## config.mk

```make
export PLATFORM = sky130hd
export DESIGN_NAME = store_unit
export DESIGN_NICKNAME = d
export VERILOG_FILES = /design/src/inc/store_unit_pkg.sv /design/src/inc/store_check_if.sv /design/src/store_trap_check.sv /design/src/store_unit.sv
export VERILOG_INCLUDE_DIRS = /design/src /design/src/inc
export SDC_FILE = /design/constraint.sdc
export NUM_CORES = 1
export LEC_CHECK = 0
export BUFFER_PORTS_ARGS = -buffer_cell sky130_fd_sc_hd__buf_2
export CELL_PAD_IN_SITES_DETAIL_PLACEMENT = 0
export CELL_PAD_IN_SITES_GLOBAL_PLACEMENT = 2
export CORE_ASPECT_RATIO = 0.6
export CORE_MARGIN = 3
export CORE_UTILIZATION = 24
export DETAILED_ROUTE_END_ITERATION = 16
export GPL_TIMING_DRIVEN = 0
export PLACE_DENSITY_LB_ADDON = 0.1
export SLEW_MARGIN = 10
export SYNTH_ARGS = -nofsm -noshare
export SYNTH_HDL_FRONTEND = slang
export SYNTH_SLANG_ARGS = --single-unit
```

## constraint.sdc

```tcl
create_clock -name sys_clk_i -period 3.9 [get_ports sys_clk_i]
set_input_delay 0.585 -clock sys_clk_i [delete_from_list [all_inputs] [get_ports sys_clk_i]]
set_output_delay 0.585 -clock sys_clk_i [all_outputs]
set_load 0.05 [all_outputs]
```

## src/inc/store_unit_consts.svh

```systemverilog
// Constants for the store execution unit
`ifndef STORE_UNIT_CONSTS_SVH
`define STORE_UNIT_CONSTS_SVH
`define SHORT_CONST_W 9
`define EXT_WORD_W 23
`define ADDR_W 32
`define PAIR_SHIFT 32
`define JUMP_READ_LATENCY 2
`define CREG_BASE_DEFAULT 32'hFFFF0000
`define CREG_MASK_DEFAULT 32'hFFFF0000
`endif

```

## src/inc/store_unit_pkg.sv

```systemverilog
// Types shared by the store execution unit
package store_unit_pkg;
	typedef enum logic [2:0] {
		OP_STB,
		OP_STH,
		OP_STW,
		OP_STL,
		OP_STWL
	} store_op_t;
	typedef enum logic [2:0] {
		TRAP_NONE,
		TRAP_WATCH,
		TRAP_CTRL_VIOL,
		TRAP_CTRL_UNMAP,
		TRAP_XLATE,
		TRAP_ALIGN
	} trap_t;
endpackage

```

## src/inc/store_check_if.sv

```systemverilog
// Address check interface between the store unit and its checker
`timescale 1ns/1ps
interface store_check_if;
	logic [31:0] addr;
	store_unit_pkg::store_op_t op;
	logic watch_hit;
	logic ctrl_space;
	logic ctrl_unmapped;
	logic xlate_fault;
	store_unit_pkg::trap_t trap;
	modport unit (output addr, op, watch_hit, ctrl_space, ctrl_unmapped, xlate_fault,
		input trap);
	modport checker_end (input addr, op, watch_hit, ctrl_space, ctrl_unmapped, xlate_fault,
		output trap);
endinterface

```

## src/store_trap_check.sv

```systemverilog
// Ordered trap selection for one store operation
`timescale 1ns/1ps
`include "store_unit_consts.svh"
module store_trap_check
	import store_unit_pkg::*;
(
	store_check_if.checker_end chk
);
	// Natural alignment per access size
	function automatic logic misaligned(input store_op_t op, input logic [2:0] a);
		case (op)
			OP_STH: misaligned = a[0];
			OP_STW, OP_STWL: misaligned = |a[1:0];
			OP_STL: misaligned = |a[2:0];
			default: misaligned = 1'b0;
		endcase
	endfunction

	// First failing check wins: watchpoint, control space, translation, alignment
	always_comb begin
		chk.trap = TRAP_NONE;
		if (chk.watch_hit) begin
			chk.trap = TRAP_WATCH;
		end else if (chk.ctrl_space && chk.op != OP_STW) begin
			chk.trap = TRAP_CTRL_VIOL;
		end else if (chk.ctrl_space) begin
			// Word stores reach control registers and take their own checks
			if (misaligned(chk.op, chk.addr[2:0])) begin
				chk.trap = TRAP_ALIGN;
			end else if (chk.ctrl_unmapped) begin
				chk.trap = TRAP_CTRL_UNMAP;
			end
		end else if (chk.xlate_fault) begin
			chk.trap = TRAP_XLATE;
		end else if (misaligned(chk.op, chk.addr[2:0])) begin
			chk.trap = TRAP_ALIGN;
		end
	end
endmodule

```

## src/store_unit.sv

```systemverilog
// Store execution stage of the load/store unit
`timescale 1ns/1ps
`include "store_unit_consts.svh"
module store_unit
	import store_unit_pkg::*;
#(
	parameter logic [31:0] CREG_BASE = `CREG_BASE_DEFAULT,
	parameter logic [31:0] CREG_MASK = `CREG_MASK_DEFAULT,
	parameter int JUMP_LATENCY = `JUMP_READ_LATENCY
) (
	input wire logic sys_clk_i,
	input wire logic sys_rst_i,
	input wire logic issue_i,
	input wire store_op_t op_i,
	input wire logic predicated_i,
	input wire logic [3:0] predicate_flag_reg_i,
	input wire logic [8:0] short_constant_operand_i,
	input wire logic ext_valid_i,
	input wire logic [22:0] ext_word_i,
	input wire logic [31:0] base_address_reg_i,
	input wire logic [31:0] store_value_reg_i,
	input wire logic [5:0] store_value_pair_i,
	input wire logic [31:0] pair_high_reg_i,
	input wire logic [2:0] success_flag_dest_i,
	input wire logic watch_hit_i,
	input wire logic ctrl_unmapped_i,
	input wire logic xlate_fault_i,
	input wire logic reserve_set_i,
	output logic mem_we_o,
	output logic creg_we_o,
	output logic [31:0] addr_o,
	output logic [63:0] wdata_o,
	output logic [7:0] byte_en_o,
	output logic trap_valid_o,
	output trap_t trap_o,
	output logic reservation_held_flag_o,
	output logic flag_we_o,
	output logic [2:0] flag_dest_o,
	output logic flag_value_o,
	output logic flag_jump_ready_o
);
	// ------------------------------------------------------------
	// Parameter checks
	// ------------------------------------------------------------
	// The jump delay line is eight stages deep, so longer waits cannot be served
	if (JUMP_LATENCY < 1 || JUMP_LATENCY > 8) begin : bad_jump_latency
		$error("JUMP_LATENCY out of range");
	end
	// The base must sit inside the decoded bits, or no address would ever match
	if ((CREG_BASE & ~CREG_MASK) != 32'h00000000) begin : bad_creg_window
		$error("CREG_BASE has bits outside CREG_MASK");
	end
	// An empty mask would turn every store into a control register access
	if (CREG_MASK == 32'h00000000) begin : bad_creg_mask
		$error("CREG_MASK selects no address bits");
	end


	// ------------------------------------------------------------
	// Address and data formation
	// ------------------------------------------------------------
	logic [31:0] offset;
	logic [31:0] eff_addr;
	logic [63:0] pair_data;
	logic active;
	logic ctrl_space;
	logic creg_hit;
	logic linked;
	store_check_if chk ();

	// Extension word takes the upper bits, else sign-extend the short constant
	assign offset = ext_valid_i ? {ext_word_i, short_constant_operand_i}
		: {{23{short_constant_operand_i[8]}}, short_constant_operand_i};
	// Linked store uses the base register alone; wrap keeps 32 bits
	assign eff_addr = (op_i == OP_STWL) ? base_address_reg_i
		: 32'(offset + base_address_reg_i);
	// Pair index zero reads as all-zero data
	assign pair_data = (store_value_pair_i == 6'h00) ? 64'h0000000000000000
		: {pair_high_reg_i, store_value_reg_i};
	// A zero predicate cancels the whole store, checks included
	assign active = issue_i && !(predicated_i && predicate_flag_reg_i == 4'h0);
	// Control space is one aligned window picked out by the mask bits
	assign ctrl_space = (eff_addr & CREG_MASK) == CREG_BASE;
	// Only a plain word store may reach the control register file
	assign creg_hit = ctrl_space && op_i == OP_STW;
	// Linked store-conditional decode, shared by the reservation and flag logic
	assign linked = op_i == OP_STWL;

	// The checker sees this cycle's address, so its verdict lines up with the op
	assign chk.addr = eff_addr;
	assign chk.op = op_i;
	assign chk.watch_hit = watch_hit_i;
	assign chk.ctrl_space = ctrl_space;
	assign chk.ctrl_unmapped = ctrl_unmapped_i;
	assign chk.xlate_fault = xlate_fault_i;

	store_trap_check u_check (
		.chk(chk)
	);

	// Byte lanes within the 64-bit write path
	function automatic logic [7:0] lanes(input store_op_t op, input logic [2:0] a);
		case (op)
			OP_STB: lanes = 8'(8'h01 << a);
			OP_STH: lanes = 8'(8'h03 << a);
			OP_STW, OP_STWL: lanes = 8'(8'h0F << a);
			OP_STL: lanes = 8'hFF;
			default: lanes = 8'h00;
		endcase
	endfunction

	// ------------------------------------------------------------
	// Reservation
	// ------------------------------------------------------------
	logic held;
	logic sampled;
	// The linked store sees the reservation as it stood before its own clear
	assign sampled = held;

	// Linked store clears the reservation whatever it finds; a new link wins
	always_ff @(posedge sys_clk_i) begin
		if (sys_rst_i) begin
			held <= 1'b0;
		end else if (reserve_set_i) begin
			held <= 1'b1;
		end else if (active && linked) begin
			held <= 1'b0;
		end
	end
	// Held flag leaves straight from its flip-flop
	assign reservation_held_flag_o = held;

	// ------------------------------------------------------------
	// Write and trap outputs
	// ------------------------------------------------------------
	logic allow;
	logic trapping;
	assign trapping = active && chk.trap != TRAP_NONE;
	// Write only on a clean check; linked store also needs the reservation
	assign allow = active && !trapping && (!linked || sampled);

	// Registered request to memory or the control register file
	always_ff @(posedge sys_clk_i) begin
		if (sys_rst_i) begin
			mem_we_o <= 1'b0;
			creg_we_o <= 1'b0;
			addr_o <= 32'h00000000;
			wdata_o <= 64'h0000000000000000;
			byte_en_o <= 8'h00;
		end else begin
			mem_we_o <= allow && !creg_hit;
			creg_we_o <= allow && creg_hit;
			// Address and data follow every cycle; only the strobes mark a store
			addr_o <= eff_addr;
			if (op_i == OP_STL) begin
				wdata_o <= pair_data;
			end else begin
				// Narrow data is copied to both halves so lanes 0 and 4 both start with its low byte
				wdata_o <= {store_value_reg_i, store_value_reg_i};
			end
			byte_en_o <= allow ? lanes(op_i, eff_addr[2:0]) : 8'h00;
		end
	end

	// Trap report, one cycle pulse
	always_ff @(posedge sys_clk_i) begin
		if (sys_rst_i) begin
			trap_valid_o <= 1'b0;
			trap_o <= TRAP_NONE;
		end else begin
			trap_valid_o <= trapping;
			// Code reads as none unless a trap is reported, so consumers need not gate it
			trap_o <= trapping ? chk.trap : TRAP_NONE;
		end
	end

	// ------------------------------------------------------------
	// Success flag write-back
	// ------------------------------------------------------------
	logic [7:0] jump_pipe;
	logic link_done;
	// A linked store that passed its checks owns a flag write, held or not
	assign link_done = active && linked && !trapping;
	// Flag goes out with the store; trapped linked stores write nothing
	always_ff @(posedge sys_clk_i) begin
		if (sys_rst_i) begin
			flag_we_o <= 1'b0;
			flag_dest_o <= 3'h0;
			flag_value_o <= 1'b0;
		end else begin
			flag_we_o <= link_done;
			flag_dest_o <= success_flag_dest_i;
			flag_value_o <= sampled;
		end
	end

	// Jumps may read the flag only after the fixed latency
	always_ff @(posedge sys_clk_i) begin
		if (sys_rst_i) begin
			jump_pipe <= 8'h00;
		end else begin
			jump_pipe <= {jump_pipe[6:0], link_done};
		end
	end
	// Tap picked by the parameter; deeper stages still shift but go unread at the default latency
	always_ff @(posedge sys_clk_i) begin
		if (sys_rst_i) begin
			flag_jump_ready_o <= 1'b0;
		end else begin
			flag_jump_ready_o <= jump_pipe[JUMP_LATENCY - 1];
		end
	end
endmodule

```

==> impl_metrics.py, run 1 <==
metrics = {
    "floorplanning": {
        "core_region_um2": 26600,
        "rows": 46,
        "die_w_um": 219,
        "top_level_ports": 270,
        "die_y_um": 134,
        "design.die.area_um2": 29300,
        "starting_density_pct": 24.6,
    },
    "min_path": {
        "worst_hold_path.endpoint": "reservation_held_flag_o",
        "holdCritStartpoint": "reserve_set_i",
        "worstHoldPathCells": 3,
        "path_category_of_the_worst_min_delay_check": "in2reg",
    },
    "worst_setup_path": {
        "critical_path_peak_fanout": 5,
        "timing.critical_path.slowest_cell_delay_ns": 0.40,
        "cp-start-kind": "input pin",
        "critical_path.reg2reg.endpoint": "byte_en_o[7]",
        "timing.critical_path.cells": "buf_8 -> ha_4 -> fa_2 -> a21o_1 -> a221o_2 -> buf_6 -> a41oi_4 -> a211oi_2 -> nor3b_4 -> o2111ai_2 -> a211o_1 -> nor4_4 -> buf_6 -> nand4_4 -> a2111oi_4",
        "critPathSlowestCell": "a221o_2",
        "setup.reg_to_reg.worst_slack_ns": 2.87,
        "worst-endpoint-arrival_ns": 4.28,
        "critical_path.endpoint_type": "flop",
        "critPathMostFrequentCell": "buf_6",
        "r2r_cells": 3,
        "critical_path_class": "in2reg",
        "reg2reg_from": "reservation_held_flag_o",
        "required_ns": 4.24,
    },
    "cells_and_area": {
        "mostFrequentLayoutCell": "buf_2",
        "final-instance-count-excl-fill": 1531,
        "final_cell_mix": "buf_2, nand2_1, dfxtp_1",
        "drive_gt1_share_pct": 35.1,
        "syn2layout_area_growth_pct": 46.2,
        "design.final.nets": 1342,
        "fin_area_um2": 9550,
        "final_core_utilization_pct": 35.9,
    },
    "synth": {
        "synthesis.area_um2": 6530,
        "yosysTopAreaCellShare_pct": 36.2,
        "synthesis.area_per_instance_um2": 7.66,
        "synth_top_cell_by_area": "dfxtp_1",
        "synth-seq-area-share_pct": 36.2,
        "syn_nets": 1037,
        "synth_cells": 852,
        "synth_area_leaders": "dfxtp_1, nand2_1, a21oi_1",
        "synth.distinct_cells": 70,
        "synth_edf_count": 0,
        "synthesis.yosys.warnings": 0,
        "synthFlopType": "dfxtp_1",
        "postSynth.asyncResetShare_pct": 0,
        "synth_seq_cells": 118,
    },
    "drt": {
        "avgRoutedWirePerCell_um": 19.5,
        "number_of_detailed_routing_iterations_run_before_antenna_repair": 5,
        "detailedRoute.firstIterationViolations": 600,
        "total_via_count_in_the_routed_design": 7371,
        "route.antenna.remaining_nets": 0,
        "routed_via_density": 4.81,
        "wirelength_routed_um": 29900,
        "drc_errors": 0,
    },
    "grt": {
        "antenna_found_initial": 0,
        "overflow": 0,
        "grt.met1_usage_pct": 31.9,
        "global_route.usage.met2_pct": 26.3,
        "grt_most_used_layer": "met1",
        "grt_start_max_net_pins": 17,
        "grt_first_pass_wirelength_um": 44000,
        "track_usage_pct": 20.1,
        "vias_in_the_first_global_route": 7100,
        "met3_usage_pct": 4.92,
    },
    "sta": {
        "slew_headroom_pct": 45.0,
        "max_freq_mhz": 254,
        "minimum_clock_period_after_layout_ns": 3.94,
        "maxSlewViolCount": 0,
        "totalNegativeSetupSlack_ns": -0.0624,
        "rsz0062_at_grt": "true",
        "finalHoldViolCount": 0,
        "setup-violations-final": 2,
        "tightest_slew_ns": 0.825,
        "fin_crit_sh_pct": 101,
        "final.setup_skew_ns": 0.00758,
        "timing.final.ws_setup_ns": -0.0354,
    },
    "placement": {
        "finalWeightedCongestion": 0.863,
        "detailedPlacementHpwl_um": 23600,
        "portBuffers": 267,
        "dpl-instance-area_um2": 8360,
        "placed_cells": 1479,
    },
    "pwr": {
        "leakage_nw": 4.37,
        "peakVddDrop_mv": 0.262,
        "power.density_nw_per_um2": 461,
        "total_power_mw": 4.40,
    },
    "cts": {
        "cts_root_buffer": "clkbuf_16",
        "max-clock-path-buffers": 2,
        "tritoncts.num_buffers": 17,
        "cts_tree": "yes",
        "clkSinkCount": 118,
        "worst_skew_pair.late_latency_ns": 0.43,
        "htree_num_levels": 4,
        "clk_pin_slew_ns": 0.06,
        "cts_hold_buf": 0,
    },
    "run_status": {
        "outcome": "complete, but fails checks",
        "violations": "negative setup slack",
    },
    "job": {
        "drv.max_cap_violation_count": 0,
    },
}
==> worst max-delay path by stage <==
stage	cells past startpoint	slack, ns	endpoint	start
2_1_floorplan	15	0.005	jump_pipe[0]	ext_valid_i
3_3_place_gp	16	-1.50	creg_we_o	ext_valid_i
3_5_place_dp	16	-1.45	creg_we_o	ext_valid_i
4_1_cts	17	0.008	jump_pipe[0]	ext_valid_i
5_1_grt	14	-0.12	creg_we_o	base_address_reg_i[0]
6_report	15	-0.04	creg_we_o	base_address_reg_i[0]
==> cells in the mapped netlist, drive strengths merged, types with 5 or more instances <==
| cell | instances |
|---|---|
| and3 | 8 |
| nor3 | 6 |
| dfxtp | 118 |
| xor2 | 5 |
| ha | 31 |
| a211oi | 12 |
| nand4 | 16 |
| o21ai | 34 |
| a31o | 5 |
| nand2 | 164 |
| a31oi | 8 |
| a2111oi | 6 |
| o21a | 6 |
| nor4 | 6 |
| a21o | 12 |
| and2 | 41 |
| clkbuf | 46 |
| o211ai | 7 |
| nor2b | 11 |
| nand3 | 42 |
| nor2 | 54 |
| mux2i | 5 |
| inv | 14 |
| xnor2 | 14 |
| a21oi | 118 |
==> per-layer routing <==
layer / vias up / share of wire [%]
met5: - / 0
met4: 0 / 1.2
met3: 22 / 6.3
met2: 231 / 39
met1: 3462 / 53
li1: 3656 / -
==> metrics by stage <==
stage          hold slack (ns)  setup slack (ns)
6_report                 0.357           -0.0354
5_1_grt                  0.354            -0.124
4_1_cts                  0.341           0.00819
3_5_place_dp             0.435             -1.45
3_3_place_gp             0.419             -1.50
2_1_floorplan            0.414           0.00482
==> repair_timing <==
item                       CTS  global route
setup endpoints to repair   15            15
gates cloned                 1             0
pin swaps                   16            16
buffers inserted            15            10
gates resized for setup     48            53
==> worst max-delay path: cells and delay by family <==
family          cells  cell delay [ns]
compound gates      7             1.97
fa+ha+maj           2             0.55
buf+inv             3             0.40
simple gates        3             0.75
==> final cells by class <==
cell class,instances,area [um^2]
antenna,1,2.50
fill,2923,17000
clock buffer,19,453
inverter,14,52.6
tap,360,450
clock inverter,13,146
buffer,42,201
timing repair buffer,292,1570
multi-input combinational,672,4310
sequential,118,2360
==> cell families (layout without fill, tap and decap cells) <==
| logic type | count (synthesis) | in the layout | share of synthesized area (%) |
|---|---|---|---|
| buffers and inverters | 63 | 380 | 3.66 |
| flip-flops | 118 | 118 | 36.2 |
| AND/OR/NAND/NOR | 366 | 367 | 26.7 |
| multiplexers | 5 | 5 | 0.767 |
| other | 0 | 1 | 0 |
| XOR/XNOR | 19 | 19 | 2.55 |
| adder cells (fa/ha/maj) | 32 | 32 | 6.25 |
| AO/OA/AOI/OAI | 249 | 249 | 23.9 |
==> flip-flops by register name (all words and copies together) (netlist names) <==
register                 flops
mem_we_o                     1
reservation_held_flag_o      1
addr_o                      32
jump_pipe                    2
flag_value_o                 1
flag_jump_ready_o            1
trap_valid_o                 1
trap_o                       3
byte_en_o                    8
wdata_o                     64
flag_dest_o                  3
creg_we_o                    1
==> report_power, final <==
part | switching, mW | internal, mW | total, mW
clock | 0.642 | 0.981 | 1.62
combinational | 0.993 | 0.467 | 1.46
sequential | 0.0233 | 1.30 | 1.32
No activity file was read; power rests on OpenSTA's default activity.
==> run 2: changes to the inputs <==
==> constraint.sdc (replaced) <==
create_clock -name sys_clk_i -period 3.3 [get_ports sys_clk_i]
set_input_delay 0.495 -clock sys_clk_i [delete_from_list [all_inputs] [get_ports sys_clk_i]]
set_output_delay 0.495 -clock sys_clk_i [all_outputs]
set_load 0.05 [all_outputs]
==> impl_metrics.py, run 2 (synthesis gave the netlist of run 1 again) <==
metrics = {
    "sta": {
        "maxSlewViolCount": 0,
        "setup-violations-final": 15,
        "slew_headroom_pct": 45.2,
        "final.setup_skew_ns": 0.00434,
        "max_freq_mhz": 272,
        "minimum_clock_period_after_layout_ns": 3.68,
        "fin_crit_sh_pct": 111,
        "tightest_slew_ns": 0.822,
        "finalHoldViolCount": 0,
        "totalNegativeSetupSlack_ns": -3.77,
        "rsz0062_at_grt": "true",
        "timing.final.ws_setup_ns": -0.377,
    },
    "drt": {
        "number_of_detailed_routing_iterations_run_before_antenna_repair": 5,
        "avgRoutedWirePerCell_um": 19.5,
        "detailedRoute.firstIterationViolations": 467,
        "routed_via_density": 4.81,
        "route.antenna.remaining_nets": 0,
        "total_via_count_in_the_routed_design": 7391,
        "wirelength_routed_um": 30000,
        "drc_errors": 0,
    },
    "grt": {
        "track_usage_pct": 20.1,
        "grt_start_max_net_pins": 17,
        "vias_in_the_first_global_route": 7067,
        "antenna_found_initial": 2,
        "overflow": 0,
        "grt_first_pass_wirelength_um": 43900,
    },
    "worst_setup_path": {
        "critical_path.endpoint_type": "flop",
        "critical_path_peak_fanout": 7,
        "worst-endpoint-arrival_ns": 4.02,
        "required_ns": 3.64,
        "reg2reg_from": "reservation_held_flag_o",
        "critical_path_class": "in2reg",
        "startpoint_of_the_most_critical_setup_path": "ext_valid_i",
        "cp-start-kind": "input pin",
    },
    "cells_and_area": {
        "drive_gt1_share_pct": 38.0,
        "registers.top_by_ff_count": "wdata_o",
        "final_core_utilization_pct": 36.8,
        "largest_registers": "wdata_o: 64 flops, addr_o: 32 flops, byte_en_o: 8 flops",
        "final_cell_mix": "buf_2, nand2_1, dfxtp_1",
        "syn2layout_area_growth_pct": 49.8,
        "fill_cells": 2876,
        "number_of_inserted_diodes": 0,
        "final-instance-count-excl-fill": 1538,
        "mostFrequentLayoutCell": "buf_2",
        "design.final.nets": 1350,
        "largest_reg_flops": 64,
    },
    "pwr": {
        "peakVddDrop_mv": 0.269,
        "power.density_nw_per_um2": 544,
        "leakage_nw": 4.44,
    },
    "floorplanning": {
        "die_w_um": 219,
        "core_region_um2": 26600,
        "design.die.area_um2": 29300,
        "die_y_um": 134,
        "starting_density_pct": 24.6,
        "top_level_ports": 270,
        "rows": 46,
    },
    "run_status": {
        "outcome": "complete, but fails checks",
        "violations": "negative setup slack",
    },
    "cts": {
        "cts_hold_buf": 0,
        "worst_skew_pair.late_latency_ns": 0.44,
        "cts_tree": "yes",
        "htree_num_levels": 4,
        "max-clock-path-buffers": 2,
        "clkSinkCount": 118,
        "cts_root_buffer": "clkbuf_16",
        "clk_pin_slew_ns": 0.06,
        "tritoncts.num_buffers": 17,
    },
    "placement": {
        "portBuffers": 267,
        "finalWeightedCongestion": 0.836,
        "placed_cells": 1479,
        "detailedPlacementHpwl_um": 23400,
        "place_worst_setup_slack_ns": -1.95,
    },
    "min_path": {
        "path_category_of_the_worst_min_delay_check": "in2reg",
        "holdCritStartpoint": "reserve_set_i",
    },
    "job": {
        "drv.max_cap_violation_count": 0,
    },
}
==> run 2: final timing paths <==
path / slack, ns / cells past startpoint / to
min: 0.27 / 3 / reservation_held_flag_o
min reg2reg: 0.44 / 1 / flag_jump_ready_o
max reg2reg: 2.33 / 3 / byte_en_o[3]
max: -0.38 / 17 / jump_pipe[0]
==> run 2: what timing repair did <==
action                     CTS  global route
resized for setup          100            38
pin swaps                   32            19
setup endpoints to repair   31            17
gates cloned                 3             0
setup buffers               24             9
==> run 2: worst max-delay path: stages <==
cell,delay (ns)
buf_8,0.11
nand2b_4,0.20
clkbuf_8,0.18
nand2_2,0.07
ha_4,0.31
and3_4,0.21
and2_4,0.17
a41oi_4,0.19
a211o_1,0.39
a21oi_2,0.18
mux2i_2,0.36
a211o_1,0.22
nor4_4,0.05
buf_6,0.16
a31o_4,0.26
buf_6,0.14
a2111oi_2,0.33
==> run 2: stage by stage <==
stage | hold WS (ns) | area, um^2 | power (mW)
after floorplan | 0.414 | 6590 | 2.66
after global placement | 0.422 | 8370 | 3.16
after detailed placement | 0.440 | 8370 | 3.14
after CTS | 0.242 | 9570 | 5.31
after global routing | 0.251 | 9780 | 5.58
final | 0.268 | 9780 | 5.32
==> run 2: cell type report <==
cell class              count  area, um^2  share of cell area, %
repair buffers            301        1630                   16.7
flip-flops and latches    118        2360                   24.1
plain buffers              41         216                   2.21
clock buffers              21         460                   4.71
well taps                 360         450                   4.60
multi-input cells         672        4460                   45.6
clock inverters            11         149                   1.52
inverters                  14        52.6                  0.537
==> run 2: per-layer routing <==
metal  track usage [%]  wire (um)  vias to the layer above
met1              31.3      15800                     3470
met4              5.39        351                        4
li1                  -          -                     3667
met3              5.40       2020                       29
met5                 0         22                        -
met2              26.4      11800                      221
==> run 2: power breakdown <==
part | internal, mW | switching, mW | total, mW
sequential | 1.53 | 0.0259 | 1.56
clock | 1.23 | 0.739 | 1.97
combinational | 0.592 | 1.20 | 1.79
total | 3.35 | 1.96 | 5.32
